**config.mk**
```make
export PLATFORM = sky130hd
export DESIGN_NAME = cpsa_cpu_state
export DESIGN_NICKNAME = d
export VERILOG_FILES = /design/src/cpsa_pkg.sv /design/src/cpsa_cpu_state.sv /design/src/cpsa_stack.sv /design/src/cpsa_ea.sv
export SDC_FILE = /design/constraint.sdc
export NUM_CORES = 1
export LEC_CHECK = 0
export ABC_AREA = 1
export BUFFER_PORTS_ARGS = -buffer_cell sky130_fd_sc_hd__buf_2
export CAP_MARGIN = 10
export CORE_MARGIN = 1
export CORE_UTILIZATION = 40
export DETAILED_ROUTE_END_ITERATION = 7
export GPL_TIMING_DRIVEN = 0
export PLACE_DENSITY_LB_ADDON = 0.2
export SETUP_SLACK_MARGIN = 0.2
export SYNTH_ARGS = -nofsm -noshare
export SYNTH_HDL_FRONTEND = slang
export SYNTH_SLANG_ARGS = --single-unit
```
**constraint.sdc**
```tcl
create_clock -name sys_clk -period 12 [get_ports sys_clk]
set_clock_uncertainty 0.2 [all_clocks]
set_input_delay 0.6 -clock sys_clk [delete_from_list [all_inputs] [get_ports sys_clk]]
set_output_delay 0.6 -clock sys_clk [all_outputs]
set_load 0.1 [all_outputs]
```
**src/cpsa_pkg.sv**
```systemverilog
/*
 * Shared constants for the processor state block: register offsets,
 * command codes, instruction and flag field positions, reset values.
 * Assumes a byte-addressed register port with 8 address bits.
 */
package cpsa_pkg;
  // Data and port widths
  localparam int CPSA_DW = 16;
  localparam int CPSA_AW = 8;
  localparam int CPSA_STACK_DEPTH = 16;

  // Register offsets (byte addresses, one word each)
  localparam logic [7:0] CPSA_OFF_ACC0 = 8'h00;
  localparam logic [7:0] CPSA_AC_MASK = 8'hF3;
  localparam logic [7:0] CPSA_OFF_PC = 8'h10;
  localparam logic [7:0] CPSA_OFF_FLAGS = 8'h14;
  localparam logic [7:0] CPSA_OFF_STACK = 8'h18;
  localparam logic [7:0] CPSA_OFF_CMD = 8'h1C;
  localparam logic [7:0] CPSA_OFF_INSTR = 8'h20;
  localparam logic [7:0] CPSA_OFF_EA = 8'h24;
  localparam logic [7:0] CPSA_OFF_STATUS = 8'h28;

  // Command codes in the command register
  localparam logic [3:0] CPSA_OP_NOP = 4'h0;
  localparam logic [3:0] CPSA_OP_SKIP = 4'h1;
  localparam logic [3:0] CPSA_OP_ADVANCE = 4'h2;
  localparam logic [3:0] CPSA_OP_JUMP_EA = 4'h3;
  localparam logic [3:0] CPSA_OP_PUSH_PC = 4'h4;
  localparam logic [3:0] CPSA_OP_PULL_PC = 4'h5;
  localparam logic [3:0] CPSA_OP_PUSH_FLG = 4'h6;
  localparam logic [3:0] CPSA_OP_PULL_FLG = 4'h7;
  localparam logic [3:0] CPSA_OP_FLG_SET = 4'h8;
  localparam logic [3:0] CPSA_OP_FLG_CLR = 4'h9;
  localparam logic [3:0] CPSA_OP_FLG_TEST = 4'hA;
  localparam logic [3:0] CPSA_OP_ADD = 4'hB;
  localparam logic [3:0] CPSA_OP_SUB = 4'hC;
  localparam logic [3:0] CPSA_OP_DADD = 4'hD;
  localparam logic [3:0] CPSA_OP_DIV_CHK = 4'hE;

  // Command word fields
  localparam int CPSA_CMD_OP_LO = 0;
  localparam int CPSA_CMD_IDX_LO = 4;
  localparam int CPSA_CMD_DR_LO = 8;
  localparam int CPSA_CMD_SR_LO = 10;

  // Instruction word fields
  localparam int CPSA_MODE_LO = 8;
  localparam int CPSA_DISP_MSB = 7;
  localparam logic [1:0] CPSA_MODE_BASE = 2'h0;
  localparam logic [1:0] CPSA_MODE_PCREL = 2'h1;
  localparam logic [1:0] CPSA_MODE_IDX2 = 2'h2;
  localparam logic [1:0] CPSA_MODE_IDX3 = 2'h3;

  // Flag word layout
  localparam int CPSA_FLG_LINK = 15;
  localparam int CPSA_FLG_CARRY = 14;
  localparam int CPSA_FLG_EXCESS = 13;
  localparam int CPSA_FLG_IEN_LO = 0;
  localparam int CPSA_IEN_W = 4;

  // Reset value and counter step
  localparam logic [15:0] CPSA_RST_WORD = 16'h0000;
  localparam logic [15:0] CPSA_PC_STEP = 16'h0001;
endpackage : cpsa_pkg

```
**src/cpsa_cpu_state.sv**
```systemverilog
/*
 * Programmer-visible processor state: accumulators, program counter,
 * status flags, hardware stack, effective address former.
 * Assumes a register port master that never overlaps read and write
 * strobes and holds each strobe one cycle.
 */
// Strobed register access and the placing of the registers were chosen for this implementation.
`timescale 1ns/10ps
module cpsa_cpu_state (
  // Clock and reset
  input wire logic sys_clk,
  input wire logic rst_b,
  // Register port
  input wire logic [cpsa_pkg::CPSA_AW-1:0] reg_addr,
  input wire logic [cpsa_pkg::CPSA_DW-1:0] reg_wdata,
  input wire logic reg_wr,
  input wire logic reg_rd,
  output logic [cpsa_pkg::CPSA_DW-1:0] reg_rdata,
  // Peripheral data path through accumulator zero
  input wire logic [cpsa_pkg::CPSA_DW-1:0] periph_din,
  input wire logic periph_load,
  output logic [cpsa_pkg::CPSA_DW-1:0] periph_dout,
  // Flag state seen by the rest of the processor
  output logic [cpsa_pkg::CPSA_IEN_W-1:0] interrupt_enable_bits
);
  import cpsa_pkg::*;

  // Sum with carry out, shared by the accumulator adders
  function automatic logic [16:0] add_ext(input logic [15:0] a,
                                          input logic [15:0] b,
                                          input logic cin);
    add_ext = {1'b0, a} + {1'b0, b} + {16'h0000, cin};
  endfunction : add_ext

  // Signed overflow: equal operand signs, different result sign
  function automatic logic ovf(input logic [15:0] a,
                               input logic [15:0] b,
                               input logic [15:0] r);
    ovf = (a[15] == b[15]) && (r[15] != a[15]);
  endfunction : ovf

  // Architectural state
  logic [15:0] acc_r [4];       // Working registers
  logic [15:0] pc_r;            // Next instruction address
  logic [15:0] flags_r;         // Status flag word
  logic [15:0] instr_r;         // Instruction for address forming
  logic test_r;                 // Last flag test result
  logic [15:0] rdata_r;         // Read data register

  // Decoded strobes
  logic wr_ac, wr_pc, wr_flags, wr_stack, wr_cmd, wr_instr;
  logic rd_stack;
  logic [1:0] ac_sel;
  logic [3:0] op;
  logic [3:0] flg_idx;
  logic [1:0] dr, sr, dr_lo, sr_lo;

  // Stack and address former links
  logic push, pull;
  logic [15:0] push_din, stack_top, stack_bottom;
  logic [15:0] ea;

  // Arithmetic results
  logic [15:0] op_a, op_b;
  logic [16:0] sum_add, sum_sub, sum_dlo, sum_dhi;
  logic alu_cy, alu_ov, alu_op;

  // Address decode
  assign ac_sel = reg_addr[3:2];
  assign wr_ac = reg_wr && ((reg_addr & CPSA_AC_MASK) == CPSA_OFF_ACC0);
  assign wr_pc = reg_wr && (reg_addr == CPSA_OFF_PC);
  assign wr_flags = reg_wr && (reg_addr == CPSA_OFF_FLAGS);
  assign wr_stack = reg_wr && (reg_addr == CPSA_OFF_STACK);
  assign wr_cmd = reg_wr && (reg_addr == CPSA_OFF_CMD);
  assign wr_instr = reg_wr && (reg_addr == CPSA_OFF_INSTR);
  assign rd_stack = reg_rd && (reg_addr == CPSA_OFF_STACK);

  // Command fields, NOP unless the command register is written
  assign op = wr_cmd ? reg_wdata[CPSA_CMD_OP_LO+:4] : CPSA_OP_NOP;
  assign flg_idx = reg_wdata[CPSA_CMD_IDX_LO+:4];
  assign dr = reg_wdata[CPSA_CMD_DR_LO+:2];
  assign sr = reg_wdata[CPSA_CMD_SR_LO+:2];
  // Low half of a double lives in the next register
  assign dr_lo = 2'(dr + 2'h1);
  assign sr_lo = 2'(sr + 2'h1);

  // Twos-complement operands, bit 15 is the sign
  assign op_a = acc_r[dr];
  assign op_b = acc_r[sr];
  assign sum_add = add_ext(op_a, op_b, 1'b0);
  assign sum_sub = add_ext(op_a, ~op_b, 1'b1);
  // Low halves first, carry into the high halves
  assign sum_dlo = add_ext(acc_r[dr_lo], acc_r[sr_lo], 1'b0);
  assign sum_dhi = add_ext(op_a, op_b, sum_dlo[16]);

  // Carry and excess for the current operation
  always_comb begin
    alu_cy = 1'b0;
    alu_ov = 1'b0;
    alu_op = 1'b1;
    unique case (op)
      CPSA_OP_ADD: begin
        alu_cy = sum_add[16];
        alu_ov = ovf(op_a, op_b, sum_add[15:0]);
      end
      CPSA_OP_SUB: begin
        alu_cy = sum_sub[16];
        alu_ov = ovf(op_a, ~op_b, sum_sub[15:0]);
      end
      CPSA_OP_DADD: begin
        alu_cy = sum_dhi[16];
        alu_ov = ovf(op_a, op_b, sum_dhi[15:0]);
      end
      CPSA_OP_DIV_CHK: begin
        // Quotient may be negative when signs differ
        alu_ov = op_a[15] ^ op_b[15];
      end
      default: begin
        alu_op = 1'b0;
      end
    endcase
  end

  // Stack feeds: data word, counter or flag word
  assign push = wr_stack || (op == CPSA_OP_PUSH_PC) || (op == CPSA_OP_PUSH_FLG);
  assign pull = rd_stack || (op == CPSA_OP_PULL_PC) || (op == CPSA_OP_PULL_FLG);
  assign push_din = (op == CPSA_OP_PUSH_PC) ? pc_r :
                    (op == CPSA_OP_PUSH_FLG) ? flags_r : reg_wdata;

  cpsa_stack #(
    .DEPTH(CPSA_STACK_DEPTH),
    .DW(CPSA_DW)
  ) u_stack (
    .sys_clk(sys_clk),
    .rst_b(rst_b),
    .push(push),
    .pull(pull),
    .din(push_din),
    .top(stack_top),
    .bottom(stack_bottom)
  );

  cpsa_ea u_ea (
    .instr(instr_r),
    .pc(pc_r),
    .acc_two(acc_r[2]),
    .acc_three(acc_r[3]),
    .ea(ea)
  );

  // Accumulators: port writes, peripheral load, arithmetic results
  always_ff @(posedge sys_clk or negedge rst_b) begin
    if (!rst_b) begin
      for (int i = 0; i < 4; i++) begin
        acc_r[i] <= CPSA_RST_WORD;
      end
    end else if (wr_ac) begin
      // Any of the four by address
      acc_r[ac_sel] <= reg_wdata;
    end else if (periph_load) begin
      // Peripheral data enters only accumulator zero
      acc_r[0] <= periph_din;
    end else if (op == CPSA_OP_ADD) begin
      acc_r[dr] <= sum_add[15:0];
    end else if (op == CPSA_OP_SUB) begin
      acc_r[dr] <= sum_sub[15:0];
    end else if (op == CPSA_OP_DADD) begin
      // High half in the first register, low in the next
      acc_r[dr] <= sum_dhi[15:0];
      acc_r[dr_lo] <= sum_dlo[15:0];
    end
  end

  // Program counter sequencing
  always_ff @(posedge sys_clk or negedge rst_b) begin
    if (!rst_b) begin
      pc_r <= CPSA_RST_WORD;
    end else if (wr_pc) begin
      pc_r <= reg_wdata; // Branch target load
    end else if (op == CPSA_OP_SKIP || op == CPSA_OP_ADVANCE) begin
      pc_r <= 16'(pc_r + CPSA_PC_STEP);
    end else if (op == CPSA_OP_JUMP_EA) begin
      pc_r <= ea;
    end else if (op == CPSA_OP_PULL_PC) begin
      pc_r <= stack_top;
    end
  end

  // Status flags: restore, single-bit edits, arithmetic results
  always_ff @(posedge sys_clk or negedge rst_b) begin
    if (!rst_b) begin
      flags_r <= CPSA_RST_WORD;
    end else if (wr_flags) begin
      flags_r <= reg_wdata;
    end else if (op == CPSA_OP_PULL_FLG) begin
      flags_r <= stack_top; // Restore from stack
    end else if (op == CPSA_OP_FLG_SET) begin
      flags_r[flg_idx] <= 1'b1;
    end else if (op == CPSA_OP_FLG_CLR) begin
      flags_r[flg_idx] <= 1'b0;
    end else if (alu_op) begin
      // Carry and excess sit below the link bit
      if (op != CPSA_OP_DIV_CHK) begin
        flags_r[CPSA_FLG_CARRY] <= alu_cy;
      end
      flags_r[CPSA_FLG_EXCESS] <= alu_ov;
    end
  end

  // Single flag test result
  always_ff @(posedge sys_clk or negedge rst_b) begin
    if (!rst_b) begin
      test_r <= 1'b0;
    end else if (op == CPSA_OP_FLG_TEST) begin
      test_r <= flags_r[flg_idx];
    end
  end

  // Instruction word held for address forming
  always_ff @(posedge sys_clk or negedge rst_b) begin
    if (!rst_b) begin
      instr_r <= CPSA_RST_WORD;
    end else if (wr_instr) begin
      instr_r <= reg_wdata;
    end
  end

  // Read data one cycle after the strobe, zero otherwise
  always_ff @(posedge sys_clk or negedge rst_b) begin
    if (!rst_b) begin
      rdata_r <= CPSA_RST_WORD;
    end else if (!reg_rd) begin
      rdata_r <= CPSA_RST_WORD;
    end else if ((reg_addr & CPSA_AC_MASK) == CPSA_OFF_ACC0) begin
      rdata_r <= acc_r[ac_sel];
    end else begin
      unique case (reg_addr)
        CPSA_OFF_PC: rdata_r <= pc_r;
        CPSA_OFF_FLAGS: rdata_r <= flags_r;
        CPSA_OFF_STACK: rdata_r <= stack_top;
        CPSA_OFF_INSTR: rdata_r <= instr_r;
        CPSA_OFF_EA: rdata_r <= ea;
        CPSA_OFF_STATUS: rdata_r <= {15'h0000, test_r};
        // Unmapped offsets read as zero
        default: rdata_r <= CPSA_RST_WORD;
      endcase
    end
  end

  assign reg_rdata = rdata_r;
  assign periph_dout = acc_r[0];
  assign interrupt_enable_bits = flags_r[CPSA_FLG_IEN_LO+:CPSA_IEN_W];
endmodule : cpsa_cpu_state

```
**src/cpsa_stack.sv**
```systemverilog
/*
 * Last-in/first-out word stack pushed and pulled only at its top, bottom entry also output.
 * Assumes push and pull are never asserted in the same cycle.
 */
`timescale 1ns/10ps
module cpsa_stack #(
  parameter int DEPTH = cpsa_pkg::CPSA_STACK_DEPTH,
  parameter int DW = cpsa_pkg::CPSA_DW
) (
  // Clock and reset
  input wire logic sys_clk,
  input wire logic rst_b,
  // Stack operations
  input wire logic push,
  input wire logic pull,
  input wire logic [DW-1:0] din,
  // Current top and bottom entries
  output logic [DW-1:0] top,
  output logic [DW-1:0] bottom
);
  import cpsa_pkg::*;

  // Entry 0 is the top, DEPTH-1 the bottom
  logic [DW-1:0] entry_r [DEPTH];

  // Whole array shifts one level per operation
  always_ff @(posedge sys_clk or negedge rst_b) begin
    if (!rst_b) begin
      for (int i = 0; i < DEPTH; i++) begin
        entry_r[i] <= '0;
      end
    end else if (push) begin
      // Push: everything moves down, bottom word falls off
      entry_r[0] <= din;
      for (int i = 1; i < DEPTH; i++) begin
        entry_r[i] <= entry_r[i-1];
      end
    end else if (pull) begin
      // Pull: everything moves up, zero fills the bottom
      for (int i = 0; i < DEPTH - 1; i++) begin
        entry_r[i] <= entry_r[i+1];
      end
      entry_r[DEPTH-1] <= '0;
    end
  end

  assign top = entry_r[0];
  assign bottom = entry_r[DEPTH-1];
endmodule : cpsa_stack

```
**src/cpsa_ea.sv**
```systemverilog
/*
 * Effective address former for the direct addressing modes.
 * Assumes the program counter input already points past the instruction.
 */
`timescale 1ns/10ps
module cpsa_ea (
  // Instruction and base registers
  input wire logic [15:0] instr,
  input wire logic [15:0] pc,
  input wire logic [15:0] acc_two,
  input wire logic [15:0] acc_three,
  // Resulting address
  output logic [15:0] ea
);
  import cpsa_pkg::*;

  logic [1:0] mode_select_field;
  logic [7:0] offset_field;
  logic [15:0] offset_ext;

  // Split the mode field above the offset field
  assign mode_select_field = instr[CPSA_MODE_LO+1:CPSA_MODE_LO];
  assign offset_field = instr[CPSA_DISP_MSB:0];
  // Copy offset bit 7 into bits 8 to 15
  assign offset_ext = {{8{offset_field[CPSA_DISP_MSB]}}, offset_field};

  // Mode selects the base; sums wrap at 16 bits
  always_comb begin
    unique case (mode_select_field)
      CPSA_MODE_BASE: ea = {8'h00, offset_field};
      CPSA_MODE_PCREL: ea = 16'(pc + offset_ext);
      CPSA_MODE_IDX2: ea = 16'(acc_two + offset_ext);
      CPSA_MODE_IDX3: ea = 16'(acc_three + offset_ext);
    endcase
  end
endmodule : cpsa_ea

```
# After elaboration in Yosys (flattened, before gate mapping)
# Index checks and enable logic that the tools add are counted.
[op_classes]
bitwise_logic = 10
magnitude_cmp = 10
reduce_logical = 31
muxes = 60
add_sub_neg = 11
n_eq_ne = 31
[ops]
columns = ["op", "count"]
rows = [
  ["$mux 256", 2],
  ["$mux 16", 25],
  ["$bwmux 64", 5],
  ["$mux 64", 4],
  ["$bmux 16 s2", 5],
  ["$demux 16 s2", 3],
  ["$pmux 16 s6", 1],
  ["$pmux 16 s4", 1],
  ["$add 16x16->17", 3],
  ["$add 16x16->16", 3],
  ["$mux 48", 1],
  ["$eq 8x5->1 const B", 4],
  ["$not 16->16", 2],
  ["$eq 4x4->1 const B", 7],
  ["$eq 8x6->1 const B", 3],
  ["$add 17x1->17", 1],
  ["$add 17x1->17 const B", 1],
  ["$add 16x1->16 const B", 1],
  ["$and 16x16->16", 1],
  ["$eq 4x3->1 const B", 4],
  ["$or 16x16->16", 1],
  ["$ge 3x3->1 const B", 5],
  ["$not 2->3", 5],
  ["$reduce_bool 5->1", 3],
  ["other kinds (29)", 62],
]
[totals]
wordCells = 180
reg_bits = 385
inputBits = 45
out_inout_bits = 36

# Longest topological paths before layout
# Gate-level depths: netlist of run 1.
[logic_depth]
ltp_word = 15
mapped_depth = 38
ltp_nobuf = 36

# Hierarchy
# Synthesis of run 1 repeated with hierarchy kept, for this count alone.
[unflattened]
cells_unflattened = 4054
area_unflattened_um2 = 27878.0
[by_module_without_submodules]
columns = ["module", "cells_per_inst", "area_each_um2", "n_inst", "seq_area_each_um2"]
rows = [
  ["cpsa_cpu_state", 2366, 14910.6, 1, 3228.1],
  ["cpsa_stack", 1416, 11567.3, 1, 6406.1],
  ["cpsa_ea", 272, 1400.1, 1, 0.0],
]

# Worst setup path before layout of run 1
# Ideal clock, no wire load.
[synth_timing]
kind = "input to register"
startpoint = "input reg_wdata[8] (netlist bit)"
endpoint = "register acc_r[47] (netlist bit)"
n_path_buf = 3
required_ns = 11.723
arrival_time_ns = 4.789
stages = 37
setup_time_ns = 0.077
path_slack_ns = 6.933
cell_sequence = "clkinv_1 clkbuf_1 clkbuf_1 ha_1 inv_1 clkbuf_1 a21oi_1 a21oi_1 ha_1 fa_1 nand2_1 nand2_1 nand2_1 nand2_1 nand3_1 nand3_1 nand3_1 nand2_1 a21oi_1 o21bai_1 ha_1 nand2_1 nor2_1 nand3_1 nor2_1 nand3_1 nor2_1 nand3_1 nand2_2 nand2_1 nand2_1 nand2_1 nand2_1 nand2_1 nand2_1 nand2_1 a21oi_1"
[synth_between]
elab_chain_len = 14
elab_cells_between_ends = 33
classes_between = "add/sub (6); order compare (4); mux (19); bitwise (2); reduce/logical (2)"
[synth_rtl]
columns = ["item", "line", "text"]
rows = [
  ["from (decl)", "cpsa_cpu_state.sv:15", "input wire logic [cpsa_pkg::CPSA_DW-1:0] reg_wdata,"],
  ["$add 2x1->2", "cpsa_cpu_state.sv:84", "assign dr_lo = 2'(dr + 2'h1);"],
  ["$not 2->3 (not written as such)", "cpsa_cpu_state.sv:93, cpsa_cpu_state.sv:170", ""],
  ["$bmux 16 s2", "cpsa_cpu_state.sv:93", "assign sum_dlo = add_ext(acc_r[dr_lo], acc_r[sr_lo], 1'b0);"],
  ["$mux 16 (not written as such) (2 in series)", "cpsa_cpu_state.sv:93", ""],
  ["$add 16x16->17", "cpsa_cpu_state.sv:32", "add_ext = {1'b0, a} + {1'b0, b} + {16'h0000, cin};"],
  ["$add 17x1->17", "cpsa_cpu_state.sv:32", ""],
  ["$bwmux 64", "cpsa_cpu_state.sv:169", "acc_r[dr] <= sum_dhi[15:0];"],
  ["$bwmux 64", "cpsa_cpu_state.sv:170", "acc_r[dr_lo] <= sum_dlo[15:0];"],
  ["$mux 64", "cpsa_cpu_state.sv:167", "end else if (op == CPSA_OP_DADD) begin"],
  ["$mux 64", "cpsa_cpu_state.sv:165", "end else if (op == CPSA_OP_SUB) begin"],
  ["$mux 64 (*)", "cpsa_cpu_state.sv:163", "end else if (op == CPSA_OP_ADD) begin"],
  ["$mux 48 (*)", "cpsa_cpu_state.sv:160", "end else if (periph_load) begin"],
  ["$mux 64 (*)", "cpsa_cpu_state.sv:157", "end else if (wr_ac) begin"],
  ["to (signal, indexed assignment)", "cpsa_cpu_state.sv:159", "acc_r[ac_sel] <= reg_wdata;"],
  ["to (signal, indexed assignment)", "cpsa_cpu_state.sv:164", "acc_r[dr] <= sum_add[15:0];"],
  ["to (signal, indexed assignment)", "cpsa_cpu_state.sv:166", "acc_r[dr] <= sum_sub[15:0];"],
  ["to (decl)", "cpsa_cpu_state.sv:43", "logic [15:0] acc_r [4];"],
]
# Mark *: on every way between the ends. The rest lies on a longest branch, timed or not. The select of a mux whose other input is x is not followed.
# A chain may end at the register's enable or synchronous reset.

# Final worst setup path of run 1
[layout_timing]
startpoint = "input reg_wdata[8] (netlist bit)"
endpoint = "register acc_r[23] (netlist bit)"
# Same word-level chain as after synthesis.

==> results of run 1 <==
==> cells in the final DEF (no fill, tap or decap), types with 30 or more instances in the layout <==
cell / instances
nand2_1: 604
o22ai_1: 109
nand3_1: 130
a221oi_1: 32
buf_4: 30
xor2_1: 31
inv_1: 522
buf_2: 157
o221ai_1: 48
o21ai_1: 136
a22oi_1: 40
a21oi_1: 508
nor2_1: 251
o21ai_0: 560
clkbuf_16: 45
clkbuf_1: 125
dfrtp_1: 385
ha_1: 70
==> what timing repair did <==
action,4_1_cts,5_1_grt
hold buffers,1,0
buffers inserted,0,0
endpoints found under the setup margin,0,0
endpoints found under the hold margin,107,0
==> Yosys cell counts, types with 11 or more instances <==
library cell | n | share of area, %
ha_1 | 70 | 3.2
buf_2 | 83 | 1.5
o211ai_1 | 26 | 0.71
xor2_1 | 31 | 0.99
buf_6 | 13 | 0.53
o2111ai_1 | 14 | 0.45
nand2_1 | 604 | 8.3
o22ai_1 | 109 | 2.5
inv_1 | 522 | 7.1
nor2_1 | 251 | 3.4
nand4_1 | 22 | 0.50
buf_1 | 15 | 0.21
o21ai_1 | 136 | 2.5
o221ai_1 | 48 | 1.5
buf_4 | 30 | 0.82
clkbuf_1 | 118 | 1.6
a22oi_1 | 40 | 1.1
xnor2_1 | 11 | 0.35
nor3_1 | 21 | 0.38
nand3_1 | 130 | 2.4
inv_2 | 25 | 0.34
o21ai_0 | 560 | 10
a21oi_1 | 508 | 9.3
nand2_2 | 12 | 0.27
a221oi_1 | 32 | 1.0
dfrtp_1 | 385 | 35
a32oi_1 | 17 | 0.54
==> area by class of cell <==
class	count	area [um^2]	share of cell area (%)
Sequential cell	385	9630	31.5
Clock inverter	19	244	0.799
Tap cell	873	1090	3.58
Buffer	260	1290	4.23
Clock buffer	59	1250	4.09
Timing Repair Buffer	80	505	1.65
Inverter	553	2080	6.80
Multi-Input combinational cell	2734	14500	47.3
==> worst min path at each step <==
stage / startpoint / end / slack (ps) / cells past startpoint
finish: reg_rd / reg_rdata[5]$_DFF_PN0_ / 70 / 3
global route: reg_rd / reg_rdata[5]$_DFF_PN0_ / 90 / 3
CTS: reg_rd / reg_rdata[5]$_DFF_PN0_ / 50 / 3
detailed placement: rst_b / periph_dout[9]$_DFFE_PN0P_ / 180 / 1
global placement: u_stack.bottom[5]$_DFFE_PN0P_ / u_stack.bottom[5]$_DFFE_PN0P_ / 270 / 2
floorplan: rst_b / asynchronous set/reset pin / 100 / 0
==> layer usage <==
metal  part of all wire [%]  global-route usage, %
met5                  0.032                      0
met4                    6.7                   21.7
met3                    9.6                   7.45
met2                     42                   57.5
met1                     41                   51.7
==> worst reg2reg max path, cell delays in order, from the launching register on <==
cell and delay [ps]:
dfrtp_1 710, inv_1 310, a21oi_1 220, a21oi_1 60, o21ai_0 460, ha_1 340, nand2_1 90, nor2_1 130
nand3_1 90, nand3_1 190, nand3_1 100, nand2_1 130, a21oi_1 100, o21bai_1 200, ha_1 250, nand2_1 60
nor2_1 190, nand3_1 230, nor2_1 200, nand2_1 80, xor2_1 390, nor3_1 90, o31ai_1 860, a22oi_1 160
==> power groups by stage <==
stage	combinational [W]	sequential, W	clock, W
finish	0.00130	0.00169	0.00143
global placement	0.00124	0.00170	0
floorplan	0.000792	0.00159	0
CTS	0.00125	0.00168	0.00144
detailed placement	0.00125	0.00170	0
global route	0.00139	0.00170	0.00149
==> logic make-up (layout without fill, tap and decap cells) <==
family	after synthesis	in the layout	synth area share [%]
compound gates	1537	1537	31.2
simple gates	1080	1080	16.6
buf+inv	813	971	12.3
flops	385	385	35.1
fa+ha+maj	74	74	3.48
xor+xnor	43	43	1.40
==> registers in the layout, summed over array words and instances, names as in the netlist, named ones only <==
register         cells
u_stack.entry_r    224
acc_r               48
instr_r             16
pc_r                16
periph_dout         16
reg_rdata           16
u_stack.bottom      16
u_stack.top         16
flags_r              2
test_r               1
==> metrics by stage <==
step                worst slack (ps)  hold WS, ps  cell area (um^2)  utilization (%)
finish                          4330         69.4             30500             45.2
detailed placement              4080          183             29000             43.0
global placement                1960          266             28900             42.8
global route                    4160         89.0             30500             45.2
floorplan                       6930          104             27500                -
CTS                             4690         53.6             30500             45.2
==> metrics.md, run 1 <==
| Metric | Value |
|---|---|
| Status | finished with violations |
| Failing checks | design-rule violations |
| Root buffer cell | clkbuf_16 |
| Routability cong. | 1.08 |
| Required @ worst endpoint | 12220 ps |
| CP Data Arrival Time | 7890 ps |
| Post_cts resized | 0 |
| Largest net degree at the start of global routing | 113 |
| Cell family with most CP delay | buffers and inverters |
| Critical R2R Launch | acc_r[27]$_DFFE_PN0P_ |
| Initial antenna violation count | 4 |
| Number of max-cap violations | 0 |
| Setup-failing EPs final | 0 |
| Total power | 0.00442 W |
| Final net count | 4178 |
| DRT Pass-1 Iters | 8 |
| WL per Instance | 27.4 um |
| Clock slew at reported path FFs | 60 ps |
| #FFs+latches synth | 385 |
| Netlist Area Pre-Place | 27500 um^2 |
| Post-synth EDFFs | 0 |
| Latest clock arrival within the worst-skew pair | 610 ps |
| Crit-path slowest cell | o31ai_1 |
| CTS Sinks | 385 |
| Cell Int Power | 0.00264 W |
| Num ports | 81 |
| Die Ht | 264 um |
| Antenna-violating nets left | 0 |
| Die X | 264 um |
| Fill cells | 7176 |
| RSZ-0062 raised after global routing | false |
| Clock tree buffer depth | 3 |
| FF-to-FF path depth | 23 |
| P&R area growth vs syn | 11.3% |
| Pwr Density | 145 nW/um^2 |
| Minimum clock period | 7670 ps |
| Crit path kind | input port to flip-flop |
| Slew Limit Fails | 0 |
| CTS Buf Count | 45 |
| Vias per cell | 6.10 |
| Die area | 69700 um^2 |
| Most numerous cell on the critical path | nand2_1 |
| Yosys cell types | 64 |
| Clock power frac | 32.4% |
| Fin Setup TNS | 0 ps |
| Crit path to | acc_r[23]$_DFFE_PN0P_ |
| Share of layout cells above drive strength 1 | 8.56% |
| Cell count after synthesis | 3932 |
| Rows | 95 |
| Crit end category | flip-flop |
| Max incr delay on CP | 860 ps |
| Combinational share of power | 29.3% |
| Final instance count without filler cells | 4963 |
| Pin slew with the least headroom to its limit | 1300 ps |
| WL final | 136000 um |
| Crit path buffers/inverters | 6 |
| IR drop worst, VDD | 0.127 mV |
| First-pass GRT wire length | 198000 um |
| Relative slew slack | 13.1% |
| Main flop type after synthesis | dfrtp_1 |
| Hpwl dp | 105000 um |
| P_leak | 14.9 nW |
| Net Sw Frac | 40.3% |
| Starting Density | 40.7% |
| Switching Power | 0.00178 W |
| Placed cells | 4884 |
| Hold crit path type | input port to flip-flop |
| Final Hold Vio Count | 0 |
| GRT Util Overall | 38.4% |
| Fraction of registers with async set/reset | 100% |
| Congestion Overflow GR | 0 |
| DRC | 5 |
| Violation count after the first detailed-route iteration | 4365 |
| Core ar. | 67500 um^2 |
| Vias in the first global route | 28800 |
| Part of the power in registers | 38.3% |
| RR Endpoint | acc_r[23]$_DFFE_PN0P_ |
| Sequential area share after synthesis | 35.1% |
| R2R setup slack | 5960 ps |
| CTS tree | yes |
| Critical Path Fanout Max | 11 |
| Fin crit share | 63.9% |
| Critical Path Start Type | input port |
| Avg Inst Size Synth | 6.98 um^2 |
| YS warnings | 0 |
| FMAX | 130 MHz |
| Via count | 30300 |
| CP Depth | 31 |
| Net Count, Synth | 4051 |
| Number of port buffers | 75 |
| CP startpoint | reg_wdata[8] |
| H-tree depth | 2 |
| Ant. Diodes | 0 |
Note: power is estimated with default switching activity, not from simulation.
==> run 2: changes to the inputs <==
ABC_AREA = 0   (was 1)
clock period = 7 ns   (was 12 ns; I/O delays follow)
==> run 2 against run 1 <==
  * The flow still finishes with violations (design-rule violations)
  * Via count fell by 12%
  * Global-route usage decreased by 4.4 points
  * Flip-flop and latch count unchanged
  * Sequential share of layout area is 0.81 points higher
  * Cell area down 2.5%
  * Power rose by 56%
  * Clock power up 91%
  * Final cell count is 16% lower
==> metrics.md, run 2 <==
| Metric | Value |
|---|---|
| GRT Util Overall | 34.0% |
| Fraction of registers with async set/reset | 100% |
| Met3 Usage GRT | 6.76% |
| P_leak | 12.7 nW |
| Critical Path Fanout Max | 10 |
| Yosys cell types | 79 |
| Net Sw Frac | 33.6% |
| Top Registers | u_stack.entry_r (224), acc_r (48) |
| CTS Sinks | 385 |
| Clock slew at reported path FFs | 60 ps |
| DRC | 4 |
| Net Count, Synth | 3251 |
| Rows | 93 |
| Met1 Use GR | 45.2% |
| Fin Setup TNS | 0 ps |
| RSZ-0062 raised after global routing | false |
| Post-synth EDFFs | 0 |
| Starting Density | 40.6% |
| Leading post-synthesis cells by cell area | dfrtp_1, nand2_1, mux4_2 |
| Final net count | 3389 |
| H-tree depth | 2 |
| Most frequent cells after synthesis | nand2_1, dfrtp_1, nor2_1 |
| CTS tree | yes |
| DRT Pass-1 Iters | 8 |
| Vias per cell | 6.40 |
| Yosys top cell by area | dfrtp_1 |
| P&R area growth vs syn | 13.6% |
| Pin slew with the least headroom to its limit | 1350 ps |
| Antenna-violating nets left | 0 |
| Number of port buffers | 69 |
| Number of max-cap violations | 0 |
| Minimum clock period | 6690 ps |
| Simple-Gate Fraction of Synth Area | 19.9% |
| Total power | 0.00690 W |
| Clock power frac | 39.6% |
| Violation count after the first detailed-route iteration | 3595 |
| GR Util met2 | 53.1% |
| Relative slew slack | 10.2% |
| Cell count after synthesis | 3132 |
| Most frequent cells in the layout | nand2_1, dfrtp_1, nor2_1 |
| Critical Path Start Type | input port |
| Latest clock arrival within the worst-skew pair | 610 ps |
| Hold crit path type | input port to flip-flop |
| Max reg flops | 224 |
| WL per Instance | 27.6 um |
| Adder-Cell Fraction of Synth Area | 3.65% |
| CP Data Arrival Time | 6940 ps |
| GRT busiest layer | met2 |
| Largest net degree at the start of global routing | 124 |
| Top cell type's share of synthesized area | 36.8% |
| Root buffer cell | clkbuf_16 |
| Crit end category | flip-flop |
| Pwr Density | 232 nW/um^2 |
| Routability cong. | 1.03 |
| Clock tree buffer depth | 3 |
| Failing checks | design-rule violations |
| Switching Power | 0.00232 W |
| WL final | 115000 um |
| Die Ht | 258 um |
| Via count | 26700 |
| First-pass GRT wire length | 169000 um |
| Netlist Area Pre-Place | 26200 um^2 |
| Slew Limit Fails | 0 |
| Initial antenna violation count | 3 |
| YS warnings | 0 |
| Fill cells | 6405 |
| Post-Synth XOR/XNOR Area | 2.50% |
| Sequential area share after synthesis | 36.8% |
| Final Hold Vio Count | 0 |
| Setup-failing EPs final | 0 |
| Vias in the first global route | 25900 |
| FMAX | 150 MHz |
| Avg Inst Size Synth | 8.37 um^2 |
| Most common cell in the netlist | nand2_1 |
| Hpwl dp | 88900 um |
| #FFs+latches synth | 385 |
| Fin crit share | 95.6% |
| Congestion Overflow GR | 0 |
| Die area | 66500 um^2 |
| Commonest non-fill, non-tap cell in the layout | nand2_1 |
| Main flop type after synthesis | dfrtp_1 |
| Cell Int Power | 0.00458 W |
| Mux contribution to synthesized area | 9.51% |
| Die X | 258 um |
| Num ports | 81 |
| Part of the power in registers | 38.6% |
| Core ar. | 64600 um^2 |
| Compound-Gate Fraction of Synth Area | 22.7% |
| IR drop worst, VDD | 0.191 mV |
| Crit path kind | input port to flip-flop |
| Register name with the most flops | u_stack.entry_r |
| Share of layout cells above drive strength 1 | 10.0% |
| CTS Buf Count | 47 |
| Combinational share of power | 21.9% |
| Required @ worst endpoint | 7250 ps |
| Largest family of logic cells by synthesized area | compound AO/OA/AOI/OAI gates |
| Status | finished with violations |
## run 2: power groups by stage
stage	clock network, W	logic, W	registers, W
6_report	0.00273	0.00151	0.00266
5_1_grt	0.00284	0.00161	0.00268
4_1_cts	0.00275	0.00147	0.00265
3_5_place_dp	0	0.00145	0.00269
3_3_place_gp	0	0.00143	0.00269
2_1_floorplan	0	0.000990	0.00258
## run 2: final timing paths
path                                                from                                to  slack (ps)  cells after the start
setup / recovery                            reg_wdata[8]             acc_r[30]$_DFFE_PN0P_         310                     27
hold / removal                             periph_din[1]        periph_dout[1]$_DFFE_PN0P_          50                      5
setup reg to reg              periph_dout[0]$_DFFE_PN0P_             acc_r[30]$_DFFE_PN0P_         710                     21
hold reg to reg            u_stack.bottom[9]$_DFFE_PN0P_     u_stack.bottom[9]$_DFFE_PN0P_         300                      1
max in group asynchronous                          rst_b  u_stack.entry_r[215]$_DFFE_PN0P_        4920                      4
min in group asynchronous                          rst_b        periph_dout[7]$_DFFE_PN0P_          70                      2
## run 2: cells by family (layout without fill, tap and decap cells)
| logic type | after synthesis | count (layout) |
|---|---|---|
| buf+inv | 322 | 499 |
| mux | 141 | 141 |
| fa+ha+maj | 74 | 74 |
| simple gates | 1241 | 1241 |
| other cells | 0 | 2 |
| compound gates | 895 | 895 |
| xor+xnor | 74 | 74 |
| flops | 385 | 385 |
## run 2: what timing repair did
action,in CTS,in global routing
setup buffers,1,0
hold buffers,12,0
setup endpoints to repair,66,23
resized for setup,22,12
endpoints found under the hold margin,65,0
pin swaps,1,3
## run 2: worst max-delay path, cell delays in order
cell,delay [ps]
buf_2,210
buf_8,210
buf_8,210
clkinvlp_4,150
ha_1,290
clkbuf_4,230
mux4_2,320
ha_1,230
fa_1,500
a21o_1,190
a21o_1,230
a2111oi_4,400
nor4_4,120
or4_1,520
a31o_2,300
a21oi_4,210
o21ai_4,120
ha_2,230
ha_1,270
nand2_1,120
nor3_2,80
and3_2,270
or4b_2,300
nor2_1,90
xnor2_2,210
a221oi_2,460
a31oi_1,70
## run 2: layout make-up
type / instances / area [um^2] / area share, %
Multi-Input combinational cell: 2425 / 15400 / 51.7
Sequential cell: 385 / 9630 / 32.4
Clock buffer: 60 / 1330 / 4.45
Buffer: 280 / 1170 / 3.93
Tap cell: 855 / 1070 / 3.59
Timing Repair Buffer: 89 / 607 / 2.04
Clock inverter: 28 / 399 / 1.34
Inverter: 42 / 161 / 0.542
Antenna cell: 2 / 5.00 / 0.0168
## run 2: per-layer routing
| metal | wire (um) | vias up |
|---|---|---|
| met2 | 51400 | 1468 |
| met5 | 13 | - |
| met3 | 10700 | 277 |
| li1 | - | 11700 |
| met4 | 6130 | 2 |
| met1 | 46800 | 13200 |
## run 2: per-stage QoR
| step | instances | hold slack (ps) | instance area (um^2) | setup slack [ps] | util, % |
|---|---|---|---|---|---|
| after floorplan | 3132 | -146 | 26200 | 341 | - |
| after global placement | 4056 | 284 | 27600 | -3080 | 42.8 |
| after detailed placement | 4063 | 140 | 27800 | -3090 | 43.0 |
| after CTS | 4164 | 26.0 | 29700 | 206 | 46.0 |
| after global routing | 4165 | 72.3 | 29800 | 183 | 46.1 |
| final | 4166 | 47.9 | 29800 | 311 | 46.1 |
